===== config.mk =====
export PLATFORM = sky130hd
export DESIGN_NAME = beep_report_sequencer
export DESIGN_NICKNAME = d
export VERILOG_FILES = /design/src/design/beep_report_pkg.sv /design/src/design/beep_report_sequencer.sv
export SDC_FILE = /design/constraint.sdc
export NUM_CORES = 1
export LEC_CHECK = 0
export ABC_AREA = 0
export BUFFER_PORTS_ARGS = -buffer_cell sky130_fd_sc_hd__buf_2
export CAP_MARGIN = 20
export CELL_PAD_IN_SITES_DETAIL_PLACEMENT = 0
export CELL_PAD_IN_SITES_GLOBAL_PLACEMENT = 1
export CORE_MARGIN = 5
export CORE_UTILIZATION = 49
export DETAILED_ROUTE_END_ITERATION = 10
export HOLD_SLACK_MARGIN = 0.08
export PLACE_DENSITY_LB_ADDON = 0.3
export SETUP_SLACK_MARGIN = 0.15
export SYNTH_ARGS = -nofsm -noshare
export SYNTH_HDL_FRONTEND = slang
export SYNTH_SLANG_ARGS = --single-unit

===== constraint.sdc =====
create_clock -name clk -period 43.8 [get_ports clk]
set_clock_uncertainty 0.15 [all_clocks]
set_input_delay 2.19 -clock clk [delete_from_list [all_inputs] [get_ports clk]]
set_output_delay 2.19 -clock clk [all_outputs]
set_load 0.02 [all_outputs]

===== src/design/beep_report_pkg.sv =====
// constants for the audible report sequencer: register map, field layout,
// reset values and documented times; shared by design and bench
package beep_report_pkg;

  localparam int unsigned CLK_HZ = 40_000_000;

  // documented times in milliseconds
  localparam int unsigned PAUSE_MS = 2000;
  localparam int unsigned WARN_MS = 5000;
  localparam int unsigned SIREN_MS = 10000;
  localparam int unsigned SILENCE_MS = 10000;
  localparam int unsigned CONT_MS = 800;
  localparam int unsigned SEC_MS = 1000;

  // register word addresses
  localparam logic [3:0] A_CTRL = 4'h0;
  localparam logic [3:0] A_PRESET = 4'h1;
  localparam logic [3:0] A_MDA = 4'h2;
  localparam logic [3:0] A_APO_DLY = 4'h3;
  localparam logic [3:0] A_LAST_APO = 4'h4;
  localparam logic [3:0] A_PEAK = 4'h5;
  localparam logic [3:0] A_MAX_VEL = 4'h6;
  localparam logic [3:0] A_BATT = 4'h7;
  localparam logic [3:0] A_FLAGS = 4'h8;
  localparam logic [3:0] A_SIREN_DLY = 4'h9;
  localparam logic [3:0] A_PUP_DLY = 4'hA;
  localparam logic [3:0] A_GROUND = 4'hB;
  localparam logic [3:0] A_MAIN = 4'hC;

  // control register bits
  localparam int CTRL_LAND_BIT = 1;
  localparam int CTRL_LAUNCH_BIT = 2;

  // reset values and limits
  localparam logic [3:0] PRESET_RST = 4'h3;
  localparam logic [3:0] PRESET_MAX = 4'h9;
  localparam logic [13:0] MDA_MIN = 14'h0064;
  localparam logic [13:0] MDA_MAX = 14'h270F;
  localparam logic [2:0] APO_DLY_MAX = 3'h5;
  localparam logic [7:0] SIREN_DLY_RST = 8'h05;
  localparam logic [7:0] PUP_DLY_RST = 8'h00;

  typedef enum logic [1:0] {TONE_NORMAL, TONE_HIGH, TONE_WARBLE} tone_e;

endpackage : beep_report_pkg


===== src/design/beep_report_sequencer.sv =====
// beep report sequencer: power-up report, continuity loop, post-flight loop
// assumes a plain register port, inputs synchronous to clk, one 40 MHz clock
//
// Functional notes
// - each number: one long separator, then a short-beep group per digit
// - digit zero is played as ten short beeps
// - digits go most significant first, longer pause between digit places
// - power-up opens with the active preset number, one digit 1..9
// - default preset is 3, main altitude 700 feet, no apogee delay
// - two second pause, then main deployment altitude 100..9999 feet
// - nonzero apogee delay adds two second pause and five second tone
// - two second pause, then stored apogee of the previous flight
// - power loss plays warbling siren instead; flag clears after good flight
// - two second pause, then battery voltage in tenths of a volt
// - continuity code every 0.8 s: 1 drogue, 2 main, 3 both, else silent
// - optional power-up delay lengthens the pause before continuity
// - during continuity the ground pressure reference follows until launch
// - after landing: extra-long tone, then peak altitude in feet
// - maximum velocity and its separator are played at higher pitch
// - nonzero siren delay: wait, then 10 s warble siren; zero disables
// - then 10 s silence and the whole report repeats forever
// - flight records and peak altitude are kept without reset
// - main firing has no effect without supply and is never retried
// - main fires during descent when altitude falls to the preset altitude
`timescale 1ns/10ps

module beep_report_sequencer
  import beep_report_pkg::*;
#(
  parameter int unsigned SHORT_CYC = 4_000_000,
  parameter int unsigned SEP_CYC = 20_000_000,
  parameter int unsigned GAP_CYC = 4_000_000,
  parameter int unsigned DIGIT_GAP_CYC = 20_000_000,
  parameter int unsigned XLONG_CYC = 80_000_000,
  parameter int unsigned SEC_CYC = CLK_HZ / 1000 * SEC_MS,
  parameter int unsigned PAUSE_CYC = CLK_HZ / 1000 * PAUSE_MS,
  parameter int unsigned WARN_CYC = CLK_HZ / 1000 * WARN_MS,
  parameter int unsigned SIREN_CYC = CLK_HZ / 1000 * SIREN_MS,
  parameter int unsigned SILENCE_CYC = CLK_HZ / 1000 * SILENCE_MS,
  parameter int unsigned CONT_CYC = CLK_HZ / 1000 * CONT_MS
)
(
  // clock and reset
  input wire logic clk,
  input wire logic rst_n,
  // register port
  input wire logic [3:0] addr,
  input wire logic [31:0] wdata,
  input wire logic wr_en,
  input wire logic rd_en,
  output logic [31:0] rdata_ff,
  // flight sensing
  input wire logic supply_ok,
  input wire logic drogue_cont,
  input wire logic main_cont,
  input wire logic descending,
  input wire logic [16:0] alt_ft,
  input wire logic [23:0] pressure,
  // beeper and ejection
  output logic beep_on_ff,
  output logic [1:0] tone_kind_ff,
  output logic main_fire_ff
);

  typedef enum logic [3:0] {
    P_PRESET, P_MDA, P_WARN, P_LAST, P_BATT, P_CONT,
    F_LONG, F_PEAK, F_VEL, F_SIREN, F_SILENCE, S_IDLE
  } step_e;

  typedef enum logic [3:0] {
    M_START, M_PAUSE, M_SEP, M_SEP_GAP, M_BEEP, M_BEEP_GAP, M_DIG_GAP,
    M_TONE, M_CONT, M_HALT
  } micro_e;

  typedef enum logic [1:0] {ACT_NONE, ACT_NUM, ACT_TONE, ACT_CONT} act_e;

  function automatic logic [16:0] pow10(input logic [2:0] p);
    case (p)
      3'h0: pow10 = 17'h00001;
      3'h1: pow10 = 17'h0000A;
      3'h2: pow10 = 17'h00064;
      3'h3: pow10 = 17'h003E8;
      3'h4: pow10 = 17'h02710;
      default: pow10 = 17'h186A0;
    endcase
  endfunction : pow10

  function automatic logic [3:0] digit_at(input logic [16:0] v, input logic [2:0] p);
    logic [16:0] q;
    q = v / pow10(p);
    digit_at = 4'(q % 17'h0000A);
  endfunction : digit_at

  // index of the leading digit; leading zeros are never played
  function automatic logic [2:0] top_digit(input logic [16:0] v);
    top_digit = 3'h0;
    for (int i = 1; i < 6; i++)
    begin
      if (v >= pow10(3'(i)))
        top_digit = 3'(i);
    end
  endfunction : top_digit

  function automatic logic [13:0] default_mda(input int i);
    case (i)
      1: default_mda = 14'h012C;
      2: default_mda = 14'h01F4;
      3: default_mda = 14'h02BC;
      4: default_mda = 14'h0384;
      5: default_mda = 14'h044C;
      6: default_mda = 14'h0514;
      7: default_mda = 14'h05DC;
      8: default_mda = 14'h06A4;
      default: default_mda = 14'h09C4;
    endcase
  endfunction : default_mda

  // settings
  logic [3:0] preset_ff;
  logic [13:0] mda_mem [1:9];
  logic [2:0] apo_mem [1:9];
  logic [7:0] siren_dly_ff;
  logic [7:0] pup_dly_ff;
  // records kept across power loss; the battery reading batt_ff is reset
  logic [16:0] last_apo_nv;
  logic [16:0] peak_nv;
  logic [16:0] max_vel_nv;
  logic power_lost_nv;
  logic [7:0] batt_ff;
  // flight state
  logic flying_ff;
  logic lost_now_ff;
  logic fired_ff;
  logic [23:0] ground_ff;
  // sequencer
  step_e step_ff;
  micro_e mst_ff;
  logic [31:0] tmr_ff;
  logic [31:0] per_ff;
  logic [3:0] beeps_ff;
  logic [2:0] dig_ff;
  logic [16:0] val_ff;
  logic cont_mode_ff;
  logic [1:0] kind_ff;

  logic wr_ctrl;
  logic land_evt;
  logic launch_evt;
  logic [13:0] cur_mda;
  logic [2:0] cur_apo;
  logic [13:0] mda_in;
  logic [2:0] apo_in;
  logic [31:0] cur_pause;
  logic [31:0] cur_tone;
  logic [16:0] cur_val;
  logic [1:0] cur_kind;
  act_e cur_act;
  step_e next_step;
  logic [3:0] dig_beeps;
  logic [1:0] cont_code;

  assign wr_ctrl = wr_en && (addr == A_CTRL);
  assign land_evt = wr_ctrl && wdata[CTRL_LAND_BIT];
  assign launch_evt = wr_ctrl && wdata[CTRL_LAUNCH_BIT];
  assign cur_mda = mda_mem[preset_ff];
  assign cur_apo = apo_mem[preset_ff];
  assign mda_in = (wdata[31:14] != 18'h00000 || wdata[13:0] > MDA_MAX) ? MDA_MAX :
                  (wdata[13:0] < MDA_MIN) ? MDA_MIN : wdata[13:0];
  assign apo_in = (wdata[31:3] != 29'h00000000 || wdata[2:0] > APO_DLY_MAX) ?
                  APO_DLY_MAX : wdata[2:0];
  assign dig_beeps = (digit_at(val_ff, dig_ff) == 4'h0) ? 4'hA :
                     digit_at(val_ff, dig_ff);
  assign cont_code = {main_cont, drogue_cont};

  // register writes to settings and records
  always_ff @(posedge clk or negedge rst_n)
  begin
    if (!rst_n)
    begin
      preset_ff <= PRESET_RST;
      siren_dly_ff <= SIREN_DLY_RST;
      pup_dly_ff <= PUP_DLY_RST;
      batt_ff <= 8'h00;
      for (int i = 1; i <= 9; i++)
      begin
        mda_mem[i] <= default_mda(i);
        apo_mem[i] <= 3'h0;
      end
    end
    else if (wr_en)
    begin
      case (addr)
        A_PRESET:
          if (wdata[3:0] != 4'h0 && wdata[3:0] <= PRESET_MAX && wdata[31:4] == 28'h0000000)
            preset_ff <= wdata[3:0];
        A_MDA: mda_mem[preset_ff] <= mda_in;
        A_APO_DLY: apo_mem[preset_ff] <= apo_in;
        A_BATT: batt_ff <= wdata[7:0];
        A_SIREN_DLY: siren_dly_ff <= wdata[7:0];
        A_PUP_DLY: pup_dly_ff <= wdata[7:0];
        default: ;
      endcase
    end
  end

  // no reset here: these stand in for nonvolatile storage
  always_ff @(posedge clk)
  begin
    if (wr_en && addr == A_LAST_APO)
      last_apo_nv <= wdata[16:0];
    if (wr_en && addr == A_PEAK)
      peak_nv <= wdata[16:0];
    if (wr_en && addr == A_MAX_VEL)
      max_vel_nv <= wdata[16:0];
    if (land_evt)
      power_lost_nv <= lost_now_ff;
    else if (wr_en && addr == A_FLAGS)
      power_lost_nv <= wdata[0];
  end

  // flight state, supply watch and main ejection
  always_ff @(posedge clk or negedge rst_n)
  begin
    if (!rst_n)
    begin
      flying_ff <= 1'b0;
      lost_now_ff <= 1'b0;
      fired_ff <= 1'b0;
      main_fire_ff <= 1'b0;
    end
    else
    begin
      if (launch_evt)
      begin
        flying_ff <= 1'b1;
        // a loss in the launch cycle itself counts only if already flying; otherwise the flag clears
        lost_now_ff <= flying_ff && !supply_ok;
      end
      else if (land_evt)
        flying_ff <= 1'b0;
      else if (flying_ff && !supply_ok)
        lost_now_ff <= 1'b1;
      // one attempt only; a dead supply at that moment wastes it
      if (flying_ff && descending && !fired_ff && alt_ft <= 17'(cur_mda))
      begin
        fired_ff <= 1'b1;
        main_fire_ff <= supply_ok;
      end
    end
  end

  // ground reference tracks only while continuity is reported
  always_ff @(posedge clk or negedge rst_n)
  begin
    if (!rst_n)
      ground_ff <= 24'h000000;
    else if (mst_ff == M_CONT || (step_ff == P_CONT && cont_mode_ff))
      ground_ff <= pressure;
  end

  // per-step plan: pause before, what to play, and the step after
  always_comb
  begin
    cur_pause = PAUSE_CYC;
    cur_act = ACT_NUM;
    cur_val = 17'h00000;
    cur_kind = TONE_NORMAL;
    cur_tone = WARN_CYC;
    next_step = S_IDLE;
    case (step_ff)
      P_PRESET:
      begin
        cur_pause = 32'h00000000;
        cur_val = 17'(preset_ff);
        next_step = P_MDA;
      end
      P_MDA:
      begin
        cur_val = 17'(cur_mda);
        next_step = (cur_apo != 3'h0) ? P_WARN : P_LAST;
      end
      P_WARN:
      begin
        cur_act = ACT_TONE;
        next_step = P_LAST;
      end
      P_LAST:
      begin
        cur_val = last_apo_nv;
        if (power_lost_nv)
        begin
          cur_act = ACT_TONE;
          cur_kind = TONE_WARBLE;
          cur_tone = SIREN_CYC;
        end
        next_step = P_BATT;
      end
      P_BATT:
      begin
        cur_val = 17'(batt_ff);
        next_step = P_CONT;
      end
      P_CONT:
      begin
        cur_pause = PAUSE_CYC + 32'(pup_dly_ff) * SEC_CYC;
        cur_act = ACT_CONT;
      end
      F_LONG:
      begin
        cur_pause = 32'h00000000;
        cur_act = ACT_TONE;
        cur_tone = XLONG_CYC;
        next_step = F_PEAK;
      end
      F_PEAK:
      begin
        cur_pause = 32'h00000000;
        cur_val = peak_nv;
        next_step = F_VEL;
      end
      F_VEL:
      begin
        cur_pause = 32'h00000000;
        cur_val = max_vel_nv;
        cur_kind = TONE_HIGH;
        next_step = (siren_dly_ff != 8'h00) ? F_SIREN : F_SILENCE;
      end
      F_SIREN:
      begin
        cur_pause = 32'(siren_dly_ff) * SEC_CYC;
        cur_act = ACT_TONE;
        cur_kind = TONE_WARBLE;
        cur_tone = SIREN_CYC;
        next_step = F_SILENCE;
      end
      F_SILENCE:
      begin
        cur_pause = SILENCE_CYC;
        cur_act = ACT_NONE;
        next_step = F_LONG;
      end
      default:
      begin
        cur_pause = 32'h00000000;
        cur_act = ACT_NONE;
      end
    endcase
  end

  // continuity period counter runs freely once reporting starts
  always_ff @(posedge clk or negedge rst_n)
  begin
    if (!rst_n)
      per_ff <= 32'h00000000;
    else if (!cont_mode_ff || per_ff == 32'h00000000)
      per_ff <= CONT_CYC - 32'h00000001;
    else
      per_ff <= per_ff - 32'h00000001;
  end

  // step and beep sequencer; restarts with the preset at every power-up
  always_ff @(posedge clk or negedge rst_n)
  begin
    if (!rst_n)
    begin
      step_ff <= P_PRESET;
      mst_ff <= M_START;
      tmr_ff <= 32'h00000000;
      beeps_ff <= 4'h0;
      dig_ff <= 3'h0;
      val_ff <= 17'h00000;
      cont_mode_ff <= 1'b0;
      kind_ff <= TONE_NORMAL;
    end
    else if (land_evt)
    begin
      step_ff <= F_LONG;
      mst_ff <= M_START;
      cont_mode_ff <= 1'b0;
    end
    else if (launch_evt)
    begin
      step_ff <= S_IDLE;
      mst_ff <= M_HALT;
      cont_mode_ff <= 1'b0;
    end
    else
    begin
      if (tmr_ff != 32'h00000000)
        tmr_ff <= tmr_ff - 32'h00000001;
      case (mst_ff)
        M_START:
        begin
          val_ff <= cur_val;
          dig_ff <= top_digit(cur_val);
          kind_ff <= cur_kind;
          tmr_ff <= cur_pause;
          mst_ff <= (step_ff == S_IDLE) ? M_HALT : M_PAUSE;
        end
        M_PAUSE:
          if (tmr_ff == 32'h00000000)
          begin
            case (cur_act)
              ACT_NUM:
              begin
                tmr_ff <= SEP_CYC - 32'h00000001;
                mst_ff <= M_SEP;
              end
              ACT_TONE:
              begin
                tmr_ff <= cur_tone - 32'h00000001;
                mst_ff <= M_TONE;
              end
              ACT_CONT:
              begin
                cont_mode_ff <= 1'b1;
                mst_ff <= M_CONT;
              end
              default:
              begin
                step_ff <= next_step;
                mst_ff <= M_START;
              end
            endcase
          end
        M_SEP:
          if (tmr_ff == 32'h00000000)
          begin
            tmr_ff <= GAP_CYC - 32'h00000001;
            mst_ff <= M_SEP_GAP;
          end
        M_SEP_GAP:
          if (tmr_ff == 32'h00000000)
          begin
            beeps_ff <= dig_beeps;
            tmr_ff <= SHORT_CYC - 32'h00000001;
            mst_ff <= M_BEEP;
          end
        M_BEEP:
          if (tmr_ff == 32'h00000000)
          begin
            beeps_ff <= beeps_ff - 4'h1;
            tmr_ff <= GAP_CYC - 32'h00000001;
            mst_ff <= M_BEEP_GAP;
          end
        M_BEEP_GAP:
          if (tmr_ff == 32'h00000000)
          begin
            if (beeps_ff != 4'h0)
            begin
              tmr_ff <= SHORT_CYC - 32'h00000001;
              mst_ff <= M_BEEP;
            end
            else if (cont_mode_ff)
              mst_ff <= M_CONT;
            else if (dig_ff != 3'h0)
            begin
              dig_ff <= dig_ff - 3'h1;
              tmr_ff <= DIGIT_GAP_CYC - 32'h00000001;
              mst_ff <= M_DIG_GAP;
            end
            else
            begin
              step_ff <= next_step;
              mst_ff <= M_START;
            end
          end
        M_DIG_GAP:
          if (tmr_ff == 32'h00000000)
          begin
            beeps_ff <= dig_beeps;
            tmr_ff <= SHORT_CYC - 32'h00000001;
            mst_ff <= M_BEEP;
          end
        M_TONE:
          if (tmr_ff == 32'h00000000)
          begin
            step_ff <= next_step;
            mst_ff <= M_START;
          end
        M_CONT:
          // silent when neither circuit is continuous
          if (per_ff == 32'h00000000 && cont_code != 2'h0)
          begin
            beeps_ff <= {2'h0, cont_code};
            tmr_ff <= SHORT_CYC - 32'h00000001;
            mst_ff <= M_BEEP;
          end
        M_HALT: ;
        default: mst_ff <= M_HALT;
      endcase
    end
  end

  // beeper drive lags the sequencer state by one clock
  always_ff @(posedge clk or negedge rst_n)
  begin
    if (!rst_n)
    begin
      beep_on_ff <= 1'b0;
      tone_kind_ff <= TONE_NORMAL;
    end
    else
    begin
      beep_on_ff <= (mst_ff == M_SEP) || (mst_ff == M_BEEP) || (mst_ff == M_TONE);
      tone_kind_ff <= cont_mode_ff ? TONE_NORMAL : kind_ff;
    end
  end

  // read data stands only in the cycle after the read strobe
  always_ff @(posedge clk or negedge rst_n)
  begin
    if (!rst_n)
      rdata_ff <= 32'h00000000;
    else if (!rd_en)
      rdata_ff <= 32'h00000000;
    else
    begin
      case (addr)
        A_CTRL: rdata_ff <= {20'h00000, step_ff, mst_ff, 2'h0, cont_mode_ff, flying_ff};
        A_PRESET: rdata_ff <= {28'h0000000, preset_ff};
        A_MDA: rdata_ff <= {18'h00000, cur_mda};
        A_APO_DLY: rdata_ff <= {29'h00000000, cur_apo};
        A_LAST_APO: rdata_ff <= {15'h0000, last_apo_nv};
        A_PEAK: rdata_ff <= {15'h0000, peak_nv};
        A_MAX_VEL: rdata_ff <= {15'h0000, max_vel_nv};
        A_BATT: rdata_ff <= {24'h000000, batt_ff};
        A_FLAGS: rdata_ff <= {30'h00000000, lost_now_ff, power_lost_nv};
        A_SIREN_DLY: rdata_ff <= {24'h000000, siren_dly_ff};
        A_PUP_DLY: rdata_ff <= {24'h000000, pup_dly_ff};
        A_GROUND: rdata_ff <= {8'h00, ground_ff};
        A_MAIN: rdata_ff <= {30'h00000000, fired_ff, main_fire_ff};
        default: rdata_ff <= 32'h00000000;
      endcase
    end
  end

endmodule : beep_report_sequencer


==> impl_results.md, run 1 <==
* Status: complete, no violations
* Setup bufs post-CTS at 0
* Clock Pin Slew Worst Setup and Hold Paths at about 0.070 ns
* Ys async rst share at 0.866
* Placer Congestion at 0.943
* FP Rows at between 90 and 100
* Final core occ at 0.539
* Seq/Total Area, Yosys at 0.309
* DRC errors left at 0
* CP Capture Type: flip-flop
* Post-Synthesis Cells at 3,771
* HPWL Detailed at 72,800 um
* Largest net degree at the start of global routing at about 90
* Crit-path leading delay family: compound AO/OA/AOI/OAI gates
* First-pass GRT wire length at 156,000 um
* Min cycle time layout at 37.58 ns
* Clk_lat worst skew at 0.61 ns
* WP data required at between 40 and 50 ns
* Post-synth EDFFs at 52
* GRT Residual Overflow at 0
* DIE HEIGHT at 267 um
* Fraction of layout cells with a size suffix above 1 at 0.123
* CP dominant cell by count: ha_1
* Initial Util at 0.493
* Core footprint at 65,600 um2
* Critical Path Source Type: flip-flop
* Mapped Area at 32,300 um2
* Die Wd at ~270 um
* Worst path bufs/invs at 8
* Post-synth top area share at 0.221
* Num CTS Buffers at 44
* Hold Slack at 0.309 ns
* Maximum clock path buffer count at 3
* Final antenna-violating net count at 0
* RSZ-0062 raised after global routing: no
* Layout area overhead at 9.41%
* CP Max Fanout at 28
* WL per Instance at 20.9 um
* Syn. warnings at 0
* Worst Setup Path Type: flip-flop to flip-flop
* Clock root buffer: clkbuf_16
* First-pass DRT Iterations at 8
* Initial antenna violation count at 3
* Post_cts resized at 0
* WL final at 98,800 um
* Synthesized area per cell at 8.58 um2
* Predominant post-synthesis flop cell: dfrtp_1
* Final hold viol count at 0
* Flip-flop and latch count after synthesis at 387
* Worst-Margin Slew at 1.27 ns
* Vias per inst at 6.18
* Largest area contributor in the netlist: dfrtp_1
* I/O pin cnt at between 100 and 150
* Hold Crit Class: flip-flop to flip-flop
* Tot GR Track Use at 0.270
* Critical path's largest stage delay at 0.80 ns
* Nets at about 4,300
* Max Cap Viol at 0
* Htree depth at 2
* Initial drt markers at 2,649
* Die Area at between 70,000 and 80,000 um2
* Post-synth top cells: nand2_1, o21ai_0, ha_1, dfrtp_1, a21oi_1
* Final setup viols at 0
* Worst slew margin at 0.156
* Vias in the first global route at 27,800
* Setup tns final at 0 ns
* TritonCTS Sinks at 387
* TritonCTS clock tree: yes
* Count of hold-fix buffers inserted at cts at 0
* Port Buffers at 112
* CP arrival at roughly 38 ns
* Period utilization at 0.858
* Synth cell types at 112
* Synth top area cells: dfrtp_1, ha_1, nand2_1, o21ai_0, edfxtp_1
* Final slew viol count at 0
* Vias at around 30,000
* Critical-path top delay cell: o21ai_1
* Fmax at 0.0266 GHz
* Count leader, synth: nand2_1
* Fillers at 6,275
==> routing by layer <==
| layer | GRT usage | up-vias | wire length (um) |
|---|---|---|---|
| li1 | - | 13900 | - |
| met3 | 0.0425 | 162 | 7500 |
| met5 | 0 | - | 27 |
| met2 | 0.427 | 1110 | 44300 |
| met4 | 0.0634 | 4 | 2210 |
| met1 | 0.393 | 14000 | 44800 |
==> path summary, 6_finish.rpt <==
path,start,to,slack [ns],cells after the start
min in group asynchronous,rst_n,ground_ff[18],1.42,1
max,dig_ff[0],beeps_ff[1],6.22,153
max reg2reg,dig_ff[0],beeps_ff[1],6.22,153
max in group asynchronous,rst_n,apo_mem[1],39.81,3
min,per_ff[0],per_ff[0],0.31,1
min reg2reg,per_ff[0],per_ff[0],0.31,1
==> state kept, by name, summed over array words and instances (netlist names), 2 cells and up <==
signal / flops
batt_ff: 8
kind_ff: 2
preset_ff: 4
rdata_ff: 24
pup_dly_ff: 8
tmr_ff: 32
apo_mem: 27
per_ff: 32
val_ff: 17
ground_ff: 24
beeps_ff: 4
peak_nv: 17
last_apo_nv: 17
dig_ff: 3
tone_kind_ff: 2
max_vel_nv: 17
mst_ff: 4
siren_dly_ff: 8
mda_mem: 126
step_ff: 4
==> cell usage in the layout (no fill, tap or decap), types with 52 or more instances in the layout <==
cell | Yosys | routed
nand3_1 | 66 | 66
a21oi_1 | 270 | 269
nor3_1 | 115 | 110
xnor2_1 | 101 | 101
o21ai_0 | 337 | 335
nor2_1 | 262 | 261
inv_1 | 200 | 200
a22oi_1 | 55 | 55
dfrtp_1 | 286 | 286
nand2_1 | 469 | 469
ha_1 | 310 | 310
buf_4 | 10 | 59
edfxtp_1 | 52 | 52
mux2_2 | 82 | 82
buf_2 | 9 | 111
==> stage by stage <==
stage               area (um2)  setup slack (ns)  cells
finish                   35400              6.22   4723
global route             35400              2.89   4722
CTS                      35300              6.52   4718
detailed placement       33800              6.68   4636
global placement         33800              7.39   4636
floorplan                32400              8.36   3778
==> area by class of cell <==
cell class / count / area [um2] / share of cell area
multi-input cells: 3012 / 20900 / 0.591
diodes: 1 / 2.50 / 0.0000707
flip-flops and latches: 387 / 10000 / 0.283
well taps: 864 / 1080 / 0.0305
inverters: 203 / 762 / 0.0215
clock buffers: 54 / 1180 / 0.0333
clock inverters: 28 / 388 / 0.0110
repair buffers: 174 / 1050 / 0.0297
==> worst register-to-register path, delay by kind of cell (launching register included) <==
family,cells,cell delay (ns)
adder cells (fa/ha/maj),17,5.48
flip-flops,1,0.43
multiplexers,1,0.43
buffers and inverters,8,1.62
AND/OR/NAND/NOR,33,5.96
AO/OA/AOI/OAI,94,23.46
==> kinds of logic after synthesis <==
group | after synthesis | synth area share
and+or+nand+nor | 1224 | 0.178
AOI/OAI and AO/OA | 1160 | 0.234
DFF | 387 | 0.309
buffers and inverters | 379 | 0.0460
adders and majority gates | 353 | 0.146
xor gates and xnor gates | 146 | 0.0395
muxes | 121 | 0.0480
other | 1 | 0.000116
Power of run 1 is left out: the tool's default activity adds up to more than one toggle a clock period on the data nets, which glitch-free logic cannot reach.
==> run 2, diff against run 1 <==
--- a/config.mk
+++ b/config.mk
@@ -10,8 +10,9 @@
 export CAP_MARGIN = 20
 export CELL_PAD_IN_SITES_DETAIL_PLACEMENT = 0
 export CELL_PAD_IN_SITES_GLOBAL_PLACEMENT = 1
+export CORE_ASPECT_RATIO = 1.1
 export CORE_MARGIN = 5
-export CORE_UTILIZATION = 49
+export CORE_UTILIZATION = 35
 export DETAILED_ROUTE_END_ITERATION = 10
 export HOLD_SLACK_MARGIN = 0.08
 export PLACE_DENSITY_LB_ADDON = 0.3
==> run 2 against run 1 <==
Net effect:
- worst hold slack gained 0.011 ns
- via count fell by 1.9%
- non-clock buffer count increased by 3
- clock-buffer cell count grew 10
- die area rose by 38%
- sequential share of layout area decreased by 0.34 points
- utilization fell by 15 points
- cell area up 1.2%
- critical endpoint unchanged
==> impl_results.md, run 2 (same netlist as run 1, synthesis figures left out) <==
* Initial Util at 0.351
* Final hold viol count at 0
* CP arrival at 38.55 ns
* Most common cell after layout, fill and taps aside: nand2_1
* CP dominant cell by count: ha_1
* Max reg flops at 126
* Vias in the first global route at 28,000
* WL final at 105,000 um
* Placed instance count at 4,965
* Biggest regs: mda_mem (126), per_ff (32), tmr_ff (32)
* Count of hold-fix buffers inserted at cts at 0
* Setup bufs post-CTS at 0
* TritonCTS Sinks at 387
* Clock Pin Slew Worst Setup and Hold Paths at about 0.060 ns
* DIE HEIGHT at roughly 330 um
* Clock root buffer: clkbuf_16
* Vias per inst at about 5.7
* Setup tns final at 0 ns
* Die Area at 98,600 um2
* Biggest register: mda_mem
* Worst-Margin Slew at 1.15 ns
* I/O pin cnt at roughly 120
* Placer Congestion at between 0.8 and 0.9
* WP data required at 44.16 ns
* Initial drt markers at 2,323
* First-pass GRT wire length at around 160,000 um
* Fraction of layout cells with a size suffix above 1 at 0.123
* Initial antenna violation count at 3
* Num CTS Buffers at 45
* Min cycle time layout at 38.19 ns
* Worst slew margin at 0.234
* RSZ-0062 raised after global routing: no
* Final core occ at 0.388
* Worst Setup Path Type: flip-flop to flip-flop
* Critical path's largest stage delay at 0.74 ns
* Critical-path top delay cell: a21oi_1
* Tot GR Track Use at 0.206
* CP Capture Type: flip-flop
* Post_cts resized at 0
* CP Max Fanout at 28
* WL per Instance at 20.7 um
* Clk_lat worst skew at between 0.6 and 0.7 ns
* Final setup viols at 0
* Die Wd at 300 um
* Critical Path Source Type: flip-flop
* Final antenna-violating net count at 0
* Status: complete, no violations
* Hold_sp: per_ff[0]
* CP startpoint: dig_ff[0]
* TritonCTS clock tree: yes
* Maximum clock path buffer count at 3
* RR Startpoint: dig_ff[0]
* Hold Crit Class: flip-flop to flip-flop
* FP Rows at 117
* Period utilization at 0.872
* Port Buffers at 112
* Vias at ~29,000
* Core footprint at 92,200 um2
* Fmax at between 0.02 and 0.03 GHz
* Max Cap Viol at 0
* Largest net degree at the start of global routing at between 150 and 200
* Commonest non-fill, non-tap cells in the layout: nand2_1, o21ai_0, ha_1
* Final Instance Count excl. Fillers at 5,052
* First-pass DRT Iterations at 7
* GRT Residual Overflow at 0
* Nets at 4,261
* HPWL Detailed at 78,300 um
* Final slew viol count at 0
* Htree depth at 2
* DRC errors left at 0
* Layout area overhead at 10.8%
-- run 2: worst max-delay path, delay by kind of cell, from the launching register on --
family	cells	cell delay, ns
muxes	5	1.91
DFF	1	0.44
adders and majority gates	17	5.21
AOI/OAI and AO/OA	84	22.12
and+or+nand+nor	33	6.99
buffers and inverters	5	1.18
-- run 2: routing by layer --
layer,global-route usage,up-vias,wire [um]
met5,0,-,13
met4,0.0491,2,2550
met3,0.0235,170,5500
met2,0.332,885,46700
met1,0.298,13600,49900
li1,-,13900,-
-- run 2: final timing paths --
path,slack [ns],cells after the start,to
max in group asynchronous,39.95,3,val_ff[9]
hold / removal,0.32,1,per_ff[0]
min in group asynchronous,1.42,1,ground_ff[20]
hold reg to reg,0.32,1,per_ff[0]
setup reg to reg,5.61,144,beeps_ff[1]
setup / recovery,5.61,144,beeps_ff[1]
-- run 2: area by class of cell --
type                            count  area [um2]
Fill cell                        9550       56400
Multi-Input combinational cell   3012       20900
Sequential cell                   387       10000
Tap cell                         1190        1490
Clock buffer                       64        1320
Timing Repair Buffer              177        1090
Inverter                          203         762
Clock inverter                     18         221
Antenna cell                        1        2.50
-- run 2: stage by stage --
stage,hold slack [ns],instance area (um2),setup slack [ns]
2_1_floorplan,0.279,32400,8.36
3_3_place_gp,0.300,34200,6.22
3_5_place_dp,0.308,34200,5.34
4_1_cts,0.317,35800,5.24
5_1_grt,0.342,35800,2.45
6_report,0.319,35800,5.61
Power of run 2 is left out for the same reason.
